--- src/core/calib_pkg.sv ---
// constants and types for the read-calibration pattern mode
package calib_pkg;
    localparam int          DQ_W         = 8;
    localparam int          ADDR_W       = 16;
    localparam int          BA_W         = 3;
    localparam int          LAT_W        = 5;
    localparam int          RL_W         = 6;
    localparam int          RL_MAX       = 40;
    localparam logic [BA_W-1:0] MR3_SEL  = 3'h3;
    localparam int          EN_BIT       = 2;
    localparam int          LOC_LSB      = 0;
    localparam int          LOC_W        = 2;
    localparam int          NIB_BIT      = 2;
    localparam int          AP_BIT       = 10;
    localparam int          BC_BIT       = 12;
    localparam int          COL_W        = 10;
    localparam logic [LOC_W-1:0] LOC_ZERO = 2'h0;
    localparam logic [7:0]  PATTERN_LOC0 = 8'hAA;
    localparam logic [7:0]  PATTERN_RFU  = 8'h00;
    localparam logic [1:0]  BL_FIXED8    = 2'h0;
    localparam logic [1:0]  BL_OTF       = 2'h1;
    localparam logic [1:0]  BL_FIXED4    = 2'h2;
    localparam logic [2:0]  LEN8_LAST    = 3'h7;
    localparam logic [2:0]  LEN4_LAST    = 3'h3;

    typedef enum logic [1:0] {
        CMD_OTHER = 2'h0,
        CMD_MRS   = 2'h1,
        CMD_READ  = 2'h3,
        CMD_WRITE = 2'h2
    } cmd_e;

    typedef enum logic {
        MODE_NORMAL  = 1'b0,
        MODE_PATTERN = 1'b1
    } mode_e;

    typedef struct packed {
        logic             valid;
        logic             chop;
        logic             upper;
        logic [LOC_W-1:0] loc;
    } rd_slot_s;
endpackage : calib_pkg

--- src/core/burst_if.sv ---
// carrier between the pattern-mode control and the burst generator
`timescale 1ns/100ps
interface burst_if;
    import calib_pkg::*;
    logic             start;
    logic             chop;
    logic             upper;
    logic [LOC_W-1:0] loc;
    logic             beat_valid;
    logic             beat_bit;

    modport ctrl (output start, output chop, output upper, output loc, input beat_valid, input beat_bit);
    modport gen  (input start, input chop, input upper, input loc, output beat_valid, output beat_bit);
endinterface : burst_if

--- src/core/pattern_burst.sv ---
// burst generator that walks the selected calibration pattern bit by bit
`timescale 1ns/100ps
module pattern_burst
    import calib_pkg::*;
(
    input  wire logic clk,
    input  wire logic rstn,
    burst_if.gen      bus
);
    logic       busy;
    logic       next_busy;
    logic [2:0] pos;
    logic [2:0] next_pos;
    logic [2:0] last;
    logic [2:0] next_last;
    logic [7:0] pat;
    logic [7:0] next_pat;
    logic       vld;
    logic       next_vld;
    logic       bitv;
    logic       next_bitv;

    function automatic logic [7:0] pattern_of(input logic [LOC_W-1:0] loc);
        pattern_of = (loc == LOC_ZERO) ? PATTERN_LOC0 : PATTERN_RFU;
    endfunction : pattern_of

    always_comb begin
        next_busy = busy;
        next_pos  = pos;
        next_last = last;
        next_pat  = pat;
        next_vld  = 1'b0;
        next_bitv = 1'b0;
        if (bus.start) begin
            next_busy = 1'b1;
            next_pat  = pattern_of(bus.loc);
            next_pos  = bus.chop ? {bus.upper, 2'h0} : 3'h0;
            next_last = bus.chop ? {bus.upper, LEN4_LAST[1:0]} : LEN8_LAST;
        end else if (busy) begin
            next_vld  = 1'b1;
            next_bitv = pat[pos];
            if (pos == last) begin
                next_busy = 1'b0;
            end else begin
                next_pos = pos + 3'h1;
            end
        end
    end

    always_ff @(posedge clk or negedge rstn) begin
        if (!rstn) begin
            busy <= 1'b0;
            pos  <= 3'h0;
            last <= 3'h0;
            pat  <= 8'h00;
            vld  <= 1'b0;
            bitv <= 1'b0;
        end else begin
            busy <= next_busy;
            pos  <= next_pos;
            last <= next_last;
            pat  <= next_pat;
            vld  <= next_vld;
            bitv <= next_bitv;
        end
    end

    assign bus.beat_valid = vld;
    assign bus.beat_bit   = bitv;
endmodule : pattern_burst

--- src/core/calib_pattern_top.sv ---
// read-calibration pattern mode: command decode, latency line and data drive
`timescale 1ns/100ps
module calib_pattern_top
    import calib_pkg::*;
(
    input  wire logic              clk,
    input  wire logic              rstn,
    input  wire logic              cs_n,
    input  wire logic              ras_n,
    input  wire logic              cas_n,
    input  wire logic              we_n,
    input  wire logic [BA_W-1:0]   ba,
    input  wire logic [ADDR_W-1:0] addr,
    input  wire logic [1:0]        burst_mode,
    input  wire logic [LAT_W-1:0]  additive_lat,
    input  wire logic [LAT_W-1:0]  cas_lat,
    input  wire logic              dq_replicate,
    output logic                   pattern_mode,
    output logic [LOC_W-1:0]       pattern_location_field,
    output logic                   array_rd,
    output logic                   array_wr,
    output logic                   array_ap,
    output logic                   array_chop,
    output logic [BA_W-1:0]        array_ba,
    output logic [COL_W-1:0]       array_col,
    output logic [DQ_W-1:0]        dq_out,
    output logic                   dq_oe
);
    burst_if bif ();

    mode_e              mode;
    mode_e              next_mode;
    logic [LOC_W-1:0]   loc;
    logic [LOC_W-1:0]   next_loc;
    logic               a_rd;
    logic               next_a_rd;
    logic               a_wr;
    logic               next_a_wr;
    logic               a_ap;
    logic               next_a_ap;
    logic               a_chop;
    logic               next_a_chop;
    logic [BA_W-1:0]    a_ba;
    logic [BA_W-1:0]    next_a_ba;
    logic [COL_W-1:0]   a_col;
    logic [COL_W-1:0]   next_a_col;
    logic [DQ_W-1:0]    dq;
    logic [DQ_W-1:0]    next_dq;
    logic               oe;
    logic               next_oe;
    rd_slot_s           line      [RL_MAX];
    rd_slot_s           next_line [RL_MAX];
    rd_slot_s           tap;
    logic [RL_W-1:0]    rl_idx;
    cmd_e               cmd;
    logic               chop_now;

    function automatic cmd_e decode(input logic c, input logic r, input logic a, input logic w);
        if (c) begin
            decode = CMD_OTHER;
        end else if (!r && !a && !w) begin
            decode = CMD_MRS;
        end else if (r && !a && w) begin
            decode = CMD_READ;
        end else if (r && !a && !w) begin
            decode = CMD_WRITE;
        end else begin
            decode = CMD_OTHER;
        end
    endfunction : decode

    function automatic logic chop_of(input logic [1:0] m, input logic bc);
        if (m == BL_FIXED4) begin
            chop_of = 1'b1;
        end else if (m == BL_OTF) begin
            chop_of = !bc;
        end else begin
            chop_of = 1'b0;
        end
    endfunction : chop_of

    assign cmd      = decode(cs_n, ras_n, cas_n, we_n);
    assign chop_now = chop_of(burst_mode, addr[BC_BIT]);

    always_comb begin
        logic [RL_W:0] rl_sum;
        rl_sum = {2'h0, additive_lat} + {2'h0, cas_lat};
        if (rl_sum == '0) begin
            rl_idx = '0;
        end else if (rl_sum > (RL_W+1)'(RL_MAX)) begin
            rl_idx = RL_W'(RL_MAX - 1);
        end else begin
            rl_idx = RL_W'(rl_sum - 1'b1);
        end
    end

    assign tap = line[rl_idx];

    // mode register and normal command path
    always_comb begin
        next_mode   = mode;
        next_loc    = loc;
        next_a_rd   = 1'b0;
        next_a_wr   = 1'b0;
        next_a_ap   = 1'b0;
        next_a_chop = a_chop;
        next_a_ba   = a_ba;
        next_a_col  = a_col;
        if (cmd == CMD_MRS && ba == MR3_SEL) begin
            if (addr[EN_BIT]) begin
                next_mode = MODE_PATTERN;
                next_loc  = addr[LOC_LSB +: LOC_W];
            end else begin
                next_mode = MODE_NORMAL;
            end
        end else if (mode == MODE_NORMAL && (cmd == CMD_READ || cmd == CMD_WRITE)) begin
            next_a_rd   = (cmd == CMD_READ);
            next_a_wr   = (cmd == CMD_WRITE);
            next_a_ap   = addr[AP_BIT];
            next_a_chop = chop_now;
            next_a_ba   = ba;
            next_a_col  = addr[COL_W-1:0];
        end
    end

    // read latency line for pattern reads
    always_comb begin
        rd_slot_s s;
        s.valid = (mode == MODE_PATTERN) && (cmd == CMD_READ);
        s.chop  = chop_now;
        s.upper = addr[NIB_BIT];
        s.loc   = loc;
        next_line[0] = s;
        for (int i = 1; i < RL_MAX; i++) begin
            next_line[i] = line[i-1];
        end
    end

    assign bif.start = tap.valid;
    assign bif.chop  = tap.chop;
    assign bif.upper = tap.upper;
    assign bif.loc   = tap.loc;

    pattern_burst u_burst (
        .clk  (clk),
        .rstn (rstn),
        .bus  (bif)
    );

    // data drive
    always_comb begin
        next_oe = bif.beat_valid;
        next_dq = '0;
        if (bif.beat_valid) begin
            next_dq    = dq_replicate ? {DQ_W{bif.beat_bit}} : '0;
            next_dq[0] = bif.beat_bit;
        end
    end

    always_ff @(posedge clk or negedge rstn) begin
        if (!rstn) begin
            mode   <= MODE_NORMAL;
            loc    <= LOC_ZERO;
            a_rd   <= 1'b0;
            a_wr   <= 1'b0;
            a_ap   <= 1'b0;
            a_chop <= 1'b0;
            a_ba   <= '0;
            a_col  <= '0;
            dq     <= '0;
            oe     <= 1'b0;
        end else begin
            mode   <= next_mode;
            loc    <= next_loc;
            a_rd   <= next_a_rd;
            a_wr   <= next_a_wr;
            a_ap   <= next_a_ap;
            a_chop <= next_a_chop;
            a_ba   <= next_a_ba;
            a_col  <= next_a_col;
            dq     <= next_dq;
            oe     <= next_oe;
        end
    end

    always_ff @(posedge clk or negedge rstn) begin
        if (!rstn) begin
            for (int i = 0; i < RL_MAX; i++) begin
                line[i] <= '0;
            end
        end else begin
            for (int i = 0; i < RL_MAX; i++) begin
                line[i] <= next_line[i];
            end
        end
    end

    assign pattern_mode           = mode;
    assign pattern_location_field = loc;
    assign array_rd               = a_rd;
    assign array_wr               = a_wr;
    assign array_ap               = a_ap;
    assign array_chop             = a_chop;
    assign array_ba               = a_ba;
    assign array_col              = a_col;
    assign dq_out                 = dq;
    assign dq_oe                  = oe;
endmodule : calib_pattern_top

--- config.mk ---
export PLATFORM = sky130hd
export DESIGN_NAME = calib_pattern_top
export DESIGN_NICKNAME = d
export VERILOG_FILES = /design/src/core/calib_pkg.sv /design/src/core/burst_if.sv /design/src/core/pattern_burst.sv /design/src/core/calib_pattern_top.sv
export SDC_FILE = /design/constraint.sdc
export NUM_CORES = 1
export LEC_CHECK = 0
export BUFFER_PORTS_ARGS = -buffer_cell sky130_fd_sc_hd__buf_2
export CELL_PAD_IN_SITES_DETAIL_PLACEMENT = 1
export CELL_PAD_IN_SITES_GLOBAL_PLACEMENT = 1
export CORE_AREA = 10 10 184 186
export DETAILED_ROUTE_END_ITERATION = 7
export DIE_AREA = 0 0 194 196
export PLACE_DENSITY_LB_ADDON = 0.1
export SLEW_MARGIN = 20
export SYNTH_ARGS = -nofsm -noshare
export SYNTH_HDL_FRONTEND = slang
export SYNTH_SLANG_ARGS = --single-unit
--- constraint.sdc ---
create_clock -name clk -period 2.1 [get_ports clk]
set_clock_uncertainty 0.05 [all_clocks]
set_input_delay 0.21 -clock clk [delete_from_list [all_inputs] [get_ports clk]]
set_output_delay 0.21 -clock clk [all_outputs]
set_load 0.1 [all_outputs]
* Word level (Yosys, flattened, before mapping) *
Cells that the tools add are included.

storage, ports and cells
  register bits = 246
  bits of input ports = 38
  output and inout port bits = 29

cells by class
  add/sub/neg operators = 3
  eq/ne operators = 8
  reduce and logical (&&, ||, !) cells = 19
  mux-type cells = 35
  bitwise operators = 3
  magnitude comparators = 3

operators with widths
  operator             number
  $bmux 5 s6           1
  $mux 8               3
  $mux 1               17
  $mux 3               5
  $mux 6               2
  $mux 5               2
  $logic_and 1x1->1    8
  $mux 2               4
  $ge 7x7->1 const B   1
  $logic_not 7->1      1
  $not 6->7            1
  $add 5x5->6          1
  $eq 2x2->1 const B   3
  $gt 6x6->1 const B   1
  $reduce_and 2->1     3
  $sub 6x1->6 const B  1
  $eq 2x1->1 const B   2
  $logic_not 1->1      4
  $lt 3x4->1 const B   1
  $add 3x1->3 const B  1
  $bmux 1 s3           1
  $eq 3x2->1 const B   1
  $eq 3x3->1           1
  $logic_not 2->1      1
  4 further kinds      5

* Logic depth before layout (Yosys ltp) *
Gate-level depths: netlist (run 1).

  word-level depth = 12
  mapped depth = 18
  gate-level depth less buffers = 14

* Cells and area by module *
A second synthesis (run 1) with hierarchy kept.

unflattened totals
  cells, all modules = 640
  area total of the unflattened synthesis = 8758.4 µm²

by module, submodules not included
  module             area each (µm²)  cells an instance  times used
  calib_pattern_top  8350.5           600                1
  pattern_burst      407.9            40                 1

* Least setup slack after synthesis (run 1) *
No wires, ideal clock.

  kind = input -> register
  start point = in additive_lat[0]
  end point = reg u_burst.pos[2]
  data arrival time = 3412 ps
  library setup time = 121 ps
  slack = -1482 ps
  stages on the path = 16
  buffers on the path = 4
  cell sequence = ha_1 clkbuf_1 inv_1 clkbuf_1 ha_1 and2_1 or4_4 buf_6 a21oi_4 buf_6 nor3b_2 a2111oi_2 a211o_2 o211ai_4 or2_4 a41o_1

between the ends
  word-level cells in the longest chain between the ends = 10
  elaborated cells between the ends (all ways) = 15
  classes of those cells = add/sub (2); order compare (1); eq/ne (1); mux (7); bitwise (1); reduce/logical (3)

RTL lines
  what                                                         RTL line                                          source
  start, declared                                              calib_pattern_top.sv:15                           input wire logic [LAT_W-1:0] additive_lat,
  $add 5x5->6 (*)                                              calib_pattern_top.sv:87                           rl_sum = {2'h0, additive_lat} + {2'h0, cas_lat};
  $sub 6x1->6 / $gt 6x6->1 (equally long branches)             calib_pattern_top.sv:93, calib_pattern_top.sv:90
  $mux 6                                                       calib_pattern_top.sv:90                           end else if (rl_sum > (RL_W+1)'(RL_MAX)) begin
  $mux 6 (*)                                                   calib_pattern_top.sv:88                           if (rl_sum == '0) begin
  $not 6->7 (not written as such) (*)                          calib_pattern_top.sv:97                           assign tap = line[rl_idx];
  $bmux 5 s6 (*)                                               calib_pattern_top.sv:97
  $mux 5 (not written as such) (*) (2 in series)               calib_pattern_top.sv:97
  $ne 2x2->1 (no line), or another cell as far along           --
  $reduce_and 2->1 (no line) / $mux 3 (equally long branches)  --
  end signal, assigned                                         pattern_burst.sv:60                               pos <= next_pos;
  end, declared                                                pattern_burst.sv:12                               logic [2:0] pos;

Mark *: on every way between the ends. The rest lies on a longest branch, timed or not. The select of a mux whose other input is x is not followed.
A chain may end at the register's enable or synchronous reset.

* Worst setup path in the final report (run 1) *
  start point = in cas_lat[0]
  end point = reg u_burst.pos[2]

between the ends
  word-level cells in the longest chain between the ends = 10
  elaborated cells between the ends (all ways) = 15
  classes of those cells = add/sub (2); order compare (1); eq/ne (1); mux (7); bitwise (1); reduce/logical (3)

RTL lines
  what                                                         RTL line                                          source
  start, declared                                              calib_pattern_top.sv:16                           input wire logic [LAT_W-1:0] cas_lat,
  $add 5x5->6 (*)                                              calib_pattern_top.sv:87
  $sub 6x1->6 / $gt 6x6->1 (equally long branches)             calib_pattern_top.sv:93, calib_pattern_top.sv:90
  $mux 6                                                       calib_pattern_top.sv:90
  $mux 6 (*)                                                   calib_pattern_top.sv:88
  $not 6->7 (not written as such) (*)                          calib_pattern_top.sv:97
  $bmux 5 s6 (*)                                               calib_pattern_top.sv:97
  $mux 5 (not written as such) (*) (2 in series)               calib_pattern_top.sv:97
  $ne 2x2->1 (no line), or another cell as far along           --
  $reduce_and 2->1 (no line) / $mux 3 (equally long branches)  --

Marks and branches as above.

==> results.tsv, run 1 <==
metric	value	unit
ys flop type	dfrtp_1	
first-pass GRT wire length	44440	µm
Post-Place Cells	1232	
Final Max Slew Viols	0	
final hold slack	0.04105	ns
sequential fraction of the synthesis area	0.6505	
H-Tree Depth	1	
number of max-cap violations	0	
Syn-to-layout area delta	37.67	%
final period utilization	1.468	
# diodes	0	
Final ANT Viol Nets	0	
io pins	67	
final WL	27930	µm
Synth Instances	675	
GRT Total Usage	0.1459	
CP Class	in2reg	
via count	6497	
CTS tree	built	
Clock Latency Late Sink	0.53	ns
register area	5806	µm²
met1 GRT Util	0.1942	
Rows	64	
Synth Cell Area	8925	µm²
Power Dens Cells	1143	nW/µm²
initial antenna violation count	1	
Synth cell types	89	
final std cells w/o fill	1312	
fmax	324.4	MHz
clock sinks	232	
die height	196	µm
Worst EP required	2.47	ns
Worst-path clk slew	0.06	ns
Worst Max-Slew Pin Slew	0.5039	ns
worst-path fanout max	6	
status	complete, but fails checks	
setup tns final	-8.085	ns
Fillers	3183	
Die Width	194	µm
Detailed Routing Iterations Pass 1	4	
port buffer count	62	
GRT met3 Usage	0.02677	
failing checks	setup timing	
Synthesized Nets	722	
Tot Pwr	14.05	mW
ys async rst share	1.000	
Pleak	5.645	nW
Post-Syn Area per Cell	13.22	µm²
R2R Setup Slk	0.06	ns
Post-route DRC	0	
Die ar.	38020	µm²
GRT Max-Usage Layer	met2	
core area	30270	µm²
Vias/cell	4.952	
worst setup margin	-0.9823	ns
Worst VDD drop	0.9031	mV
gpl congestion	0.8416	
DR iter-0 viols	360	
RSZ-0062 raised after global routing	true	
number of flops mapped to enable cells by yosys	0	
met2 Usage GRT	0.2397	
Setup crit start kind	primary input	
vias in the first global route	7438	
largest net degree at the start of global routing	70	
CTS Buf Count	26	
area of the multi-input gates	3158	µm²
Clock Path Buffers	3	
CP arrival	3.45	ns
relative slew slack	0.6664	
nature of the critical path endpoint	flop	
clock root buffer	clkbuf_16	
Post-DP HPWL	20330	µm
Layout Nets	944	
starting density of the core	0.2948	
DR WL/cell	21.29	µm
Ys Warns	0	
fraction of layout cells with a size suffix above 1	0.3876	
synthesized flop and latch total	232	
gr ovfl total	0	
Fin. Hold Viols	0	
minimum clock period	3.082	ns
HP Class	in2reg	
final setup violation count	9	
-- path summary, 6_finish.rpt --
kind / from / cells past startpoint / end
worst min register to register: line[70] / 0 / line[65]
min in group asynchronous: rstn / 2 / line[174]
max in group asynchronous: rstn / 3 / line[170]
worst min-delay path: burst_mode[0] / 3 / array_chop
worst max register to register: line[149] / 9 / u_burst.pos[2]
worst max-delay path: cas_lat[0] / 17 / u_burst.pos[2]
-- through the flow --
stage	utilization	cell area (µm²)	setup WS (ns)
floorplan	-	8975	-1.224
global placement	0.3539	10710	-1.983
detailed placement	0.3539	10710	-2.017
CTS	0.3954	11970	-1.039
global route	0.4059	12290	-1.103
finish	0.4059	12290	-0.9823
-- cell usage in the layout (no fill, tap or decap), types with 6 or more instances in the layout --
| cell type | netlist | routed |
|---|---|---|
| clkinv_2 | 0 | 6 |
| or2_2 | 6 | 6 |
| nor3_1 | 45 | 44 |
| dfrtp_1 | 232 | 232 |
| mux2_2 | 18 | 18 |
| and3_1 | 9 | 9 |
| o21ai_0 | 23 | 21 |
| dlygate4sd3_1 | 0 | 23 |
| a221oi_1 | 10 | 6 |
| a21oi_1 | 20 | 16 |
| buf_2 | 8 | 59 |
| inv_1 | 16 | 15 |
| ha_1 | 8 | 6 |
| a221o_1 | 6 | 6 |
| buf_4 | 8 | 121 |
| clkbuf_16 | 0 | 28 |
| nor2_1 | 27 | 22 |
| a32oi_1 | 6 | 6 |
| or3_1 | 8 | 7 |
| nand2_1 | 30 | 27 |
| nor2_2 | 1 | 6 |
| o211ai_1 | 14 | 14 |
| buf_6 | 6 | 8 |
| nand3_1 | 13 | 13 |
| buf_12 | 1 | 15 |
-- worst max-delay path: stages --
cell	delay, ns
buf_6	0.10
ha_4	0.15
fa_2	0.52
inv_2	0.05
ha_4	0.15
and2_4	0.14
or4_4	0.48
a21oi_4	0.17
buf_12	0.14
buf_8	0.12
nor2_4	0.07
buf_6	0.13
a221oi_4	0.25
a21oi_2	0.11
o2bb2ai_4	0.17
or2_4	0.30
a41o_1	0.18
-- synth_stat cells, drive strengths merged, types with 12 or more instances --
cell | instances | area share
nor2 | 30 | 0.015
buf | 24 | 0.023
inv | 16 | 0.0067
dfrtp | 232 | 0.65
clkbuf | 12 | 0.0050
mux2 | 19 | 0.024
o21ai | 29 | 0.019
o211ai | 16 | 0.016
a221oi | 12 | 0.013
nand3 | 15 | 0.0095
nor3 | 46 | 0.026
nand2 | 30 | 0.013
a21oi | 21 | 0.013
-- registers in the layout (all words and copies together) (netlist names), 2 cells and up --
| signal | cells |
|---|---|
| array_ba | 3 |
| u_burst.pos | 3 |
| pattern_location_field | 2 |
| dq_out | 2 |
| line | 200 |
| array_col | 10 |
| u_burst.last | 2 |
-- final cells by class --
| cell class | instances | area share |
|---|---|---|
| sequential | 232 | 0.4725 |
| multi-input combinational | 392 | 0.2570 |
| timing repair buffer | 229 | 0.1530 |
| clock buffer | 33 | 0.05927 |
| tap | 396 | 0.04033 |
| clock inverter | 14 | 0.01303 |
| inverter | 16 | 0.004888 |
-- where the power goes --
part | switching, mW | internal (mW)
combinational | 2.63 | 1.75
clock | 1.84 | 2.82
sequential | 0.214 | 4.80
total | 4.68 | 9.37
-- routing by layer --
layer / vias up / routed length [µm]
met1: 3365 / 12760
met2: 137 / 13300
met5: - / 0
li1: 2959 / -
met3: 36 / 1285
met4: 0 / 579
-- logic make-up (layout without fill, tap and decap cells) --
| kind of cell | Yosys count | after routing | synth area share |
|---|---|---|---|
| AOI/OAI and AO/OA | 177 | 177 | 0.1590 |
| buffers and inverters | 52 | 292 | 0.03449 |
| xor gates and xnor gates | 6 | 6 | 0.007571 |
| muxes | 25 | 25 | 0.03070 |
| DFF | 232 | 232 | 0.6505 |
| adders and majority gates | 9 | 9 | 0.01346 |
| and+or+nand+nor | 174 | 175 | 0.1043 |
-- timing repair --
action / CTS / global route
hold endpoints to repair: 160 / 0
pin swaps: 11 / 20
hold buffers: 23 / 0
setup buffers: 3 / 5
gates resized for setup: 21 / 44
cloned: 0 / 2
setup endpoints to repair: 9 / 9
Power figures use the tool's default switching activity.
==> run 2: changes to the inputs <==
CORE_AREA = 10 10 146 148   (was 10 10 184 186)
DIE_AREA = 0 0 156 158   (was 0 0 194 196)
==> run 2 against run 1 <==
  * Sequential power about the same
  * Global-route usage increased by 8.8 points
  * Die area decreased by 35%
  * Register-to-register slack got worse by 0.15 ns
  * The flow still finishes with violations (setup timing)
  * Highest routed layer unchanged
  * Hold slack improved by 0.0060 ns
  * Total power decreased by 2.5%
  * Combinational power increased by 1%
==> results.tsv, run 2 (synthesis results as in run 1) <==
metric	value	unit
status	complete, but fails checks	
failing checks	setup timing	
# diodes	0	
Pleak	5.687	nW
setup tns final	-8.746	ns
fmax	320.0	MHz
starting density of the core	0.4836	
final hold slack	0.04701	ns
Die Width	156	µm
pre-CTS setup slack	-1.740	ns
met2 WL	14070	µm
H-Tree Depth	1	
final std cells w/o fill	1168	
first-pass GRT wire length	44860	µm
Post-route DRC	0	
commonest cells after routing, fill and taps aside	dfrtp_1 (232), buf_4 (149), buf_2 (59), nor3_1 (42), nand2_1 (28)	
worst setup margin	-1.025	ns
Clock Latency Late Sink	0.52	ns
Setup crit start kind	primary input	
CP Class	in2reg	
Final Max Slew Viols	0	
HP Class	in2reg	
Top Metal Used	met4	
clock sinks	232	
Fillers	1812	
gpl congestion	0.9753	
met3 WL	1373	µm
relative slew slack	0.6542	
Post-DP HPWL	19200	µm
largest net degree at the start of global routing	57	
Die ar.	24650	µm²
io pins	67	
Vias/cell	5.854	
wire length on met1	12060	µm
final core occ	0.6519	
number of max-cap violations	0	
Worst-path clk slew	0.06	ns
Worst EP required	2.46	ns
Syn-to-layout area delta	34.80	%
clock root buffer	clkbuf_16	
Final ANT Viol Nets	0	
Worst Max-Slew Pin Slew	0.5164	ns
Fin. Hold Viols	0	
commonest non-fill, non-tap cell in the layout	dfrtp_1	
Clock Path Buffers	3	
initial antenna violation count	0	
fraction of layout cells with a size suffix above 1	0.3919	
Layout Nets	964	
nature of the critical path endpoint	flop	
GRT Total Usage	0.2336	
gr ovfl total	0	
RSZ-0062 raised after global routing	true	
Biggest register	line	
Largest register FFs	200	
DR WL/cell	24.44	µm
Rows	50	
core area	18460	µm²
port buffer count	62	
Worst VDD drop	0.7604	mV
Post-Place Cells	1081	
CTS Buf Count	25	
final setup violation count	9	
die height	158	µm
vias in the first global route	7755	
CP arrival	3.49	ns
DR iter-0 viols	425	
CTS tree	built	
minimum clock period	3.125	ns
via count	6838	
final period utilization	1.488	
final WL	28540	µm
worst-path fanout max	6	
Power Dens Cells	1138	nW/µm²
Detailed Routing Iterations Pass 1	5	
-- run 2: worst max-delay path, stage by stage --
cell and delay, ns:
buf_6 0.10, ha_4 0.16, fa_2 0.54, inv_2 0.05, ha_4 0.16, buf_4 0.14
nand3_2 0.09, a211oi_2 0.05, buf_4 0.16, a21oi_1 0.25, buf_4 0.18, mux2_1 0.34
a221o_1 0.34, o211ai_2 0.11, o211ai_4 0.14, or2_4 0.29, a41o_1 0.18
-- run 2: worst paths after layout --
path / from / to / slack [ns] / cells past startpoint
max: additive_lat[0] / u_burst.pos[2] / -1.02 / 17
min: burst_mode[1] / array_chop / 0.05 / 3
max reg2reg: line[39] / u_burst.pos[2] / -0.09 / 7
min reg2reg: line[27] / line[22] / 0.32 / 0
max in group asynchronous: rstn / line[146] / 1.10 / 3
min in group asynchronous: rstn / line[164] / 0.15 / 2
-- run 2: layer usage --
| layer | vias to the layer above | global-route usage |
|---|---|---|
| li1 | 3002 | - |
| met5 | - | 0 |
| met1 | 3555 | 0.2934 |
| met3 | 69 | 0.04152 |
| met2 | 212 | 0.3979 |
| met4 | 0 | 0.08408 |
-- run 2: timing repair --
| action | 4_1_cts | 5_1_grt |
|---|---|---|
| hold buffers | 22 | 0 |
| resized for setup | 36 | 26 |
| endpoints found under the hold margin | 190 | 0 |
| pin swaps | 15 | 11 |
| buffers inserted | 14 | 6 |
| cloned | 1 | 0 |
| endpoints found under the setup margin | 9 | 9 |
-- run 2: area by class of cell --
cell class                      instances  area [µm²]  area share
Sequential cell                       232        5806      0.4826
Multi-Input combinational cell        391        3100      0.2577
Timing Repair Buffer                  251        1987      0.1652
Clock buffer                           36       706.9     0.05876
Tap cell                              234       292.8     0.02434
Clock inverter                          8       77.57    0.006448
Inverter                               16       60.06    0.004992
-- run 2: power breakdown --
| part | total (mW) | internal, mW | switching, mW |
|---|---|---|---|
| registers | 5.02 | 4.80 | 0.227 |
| clock network | 4.24 | 2.46 | 1.78 |
| logic | 4.43 | 1.79 | 2.64 |
| total | 13.7 | 9.05 | 4.64 |
-- run 2: through the flow --
step	area (µm²)	total power, mW
after floorplan	8975	7.337
after global routing	12030	14.22
after CTS	11870	13.50
final	12030	13.69
after global placement	10540	8.822
after detailed placement	10540	8.941
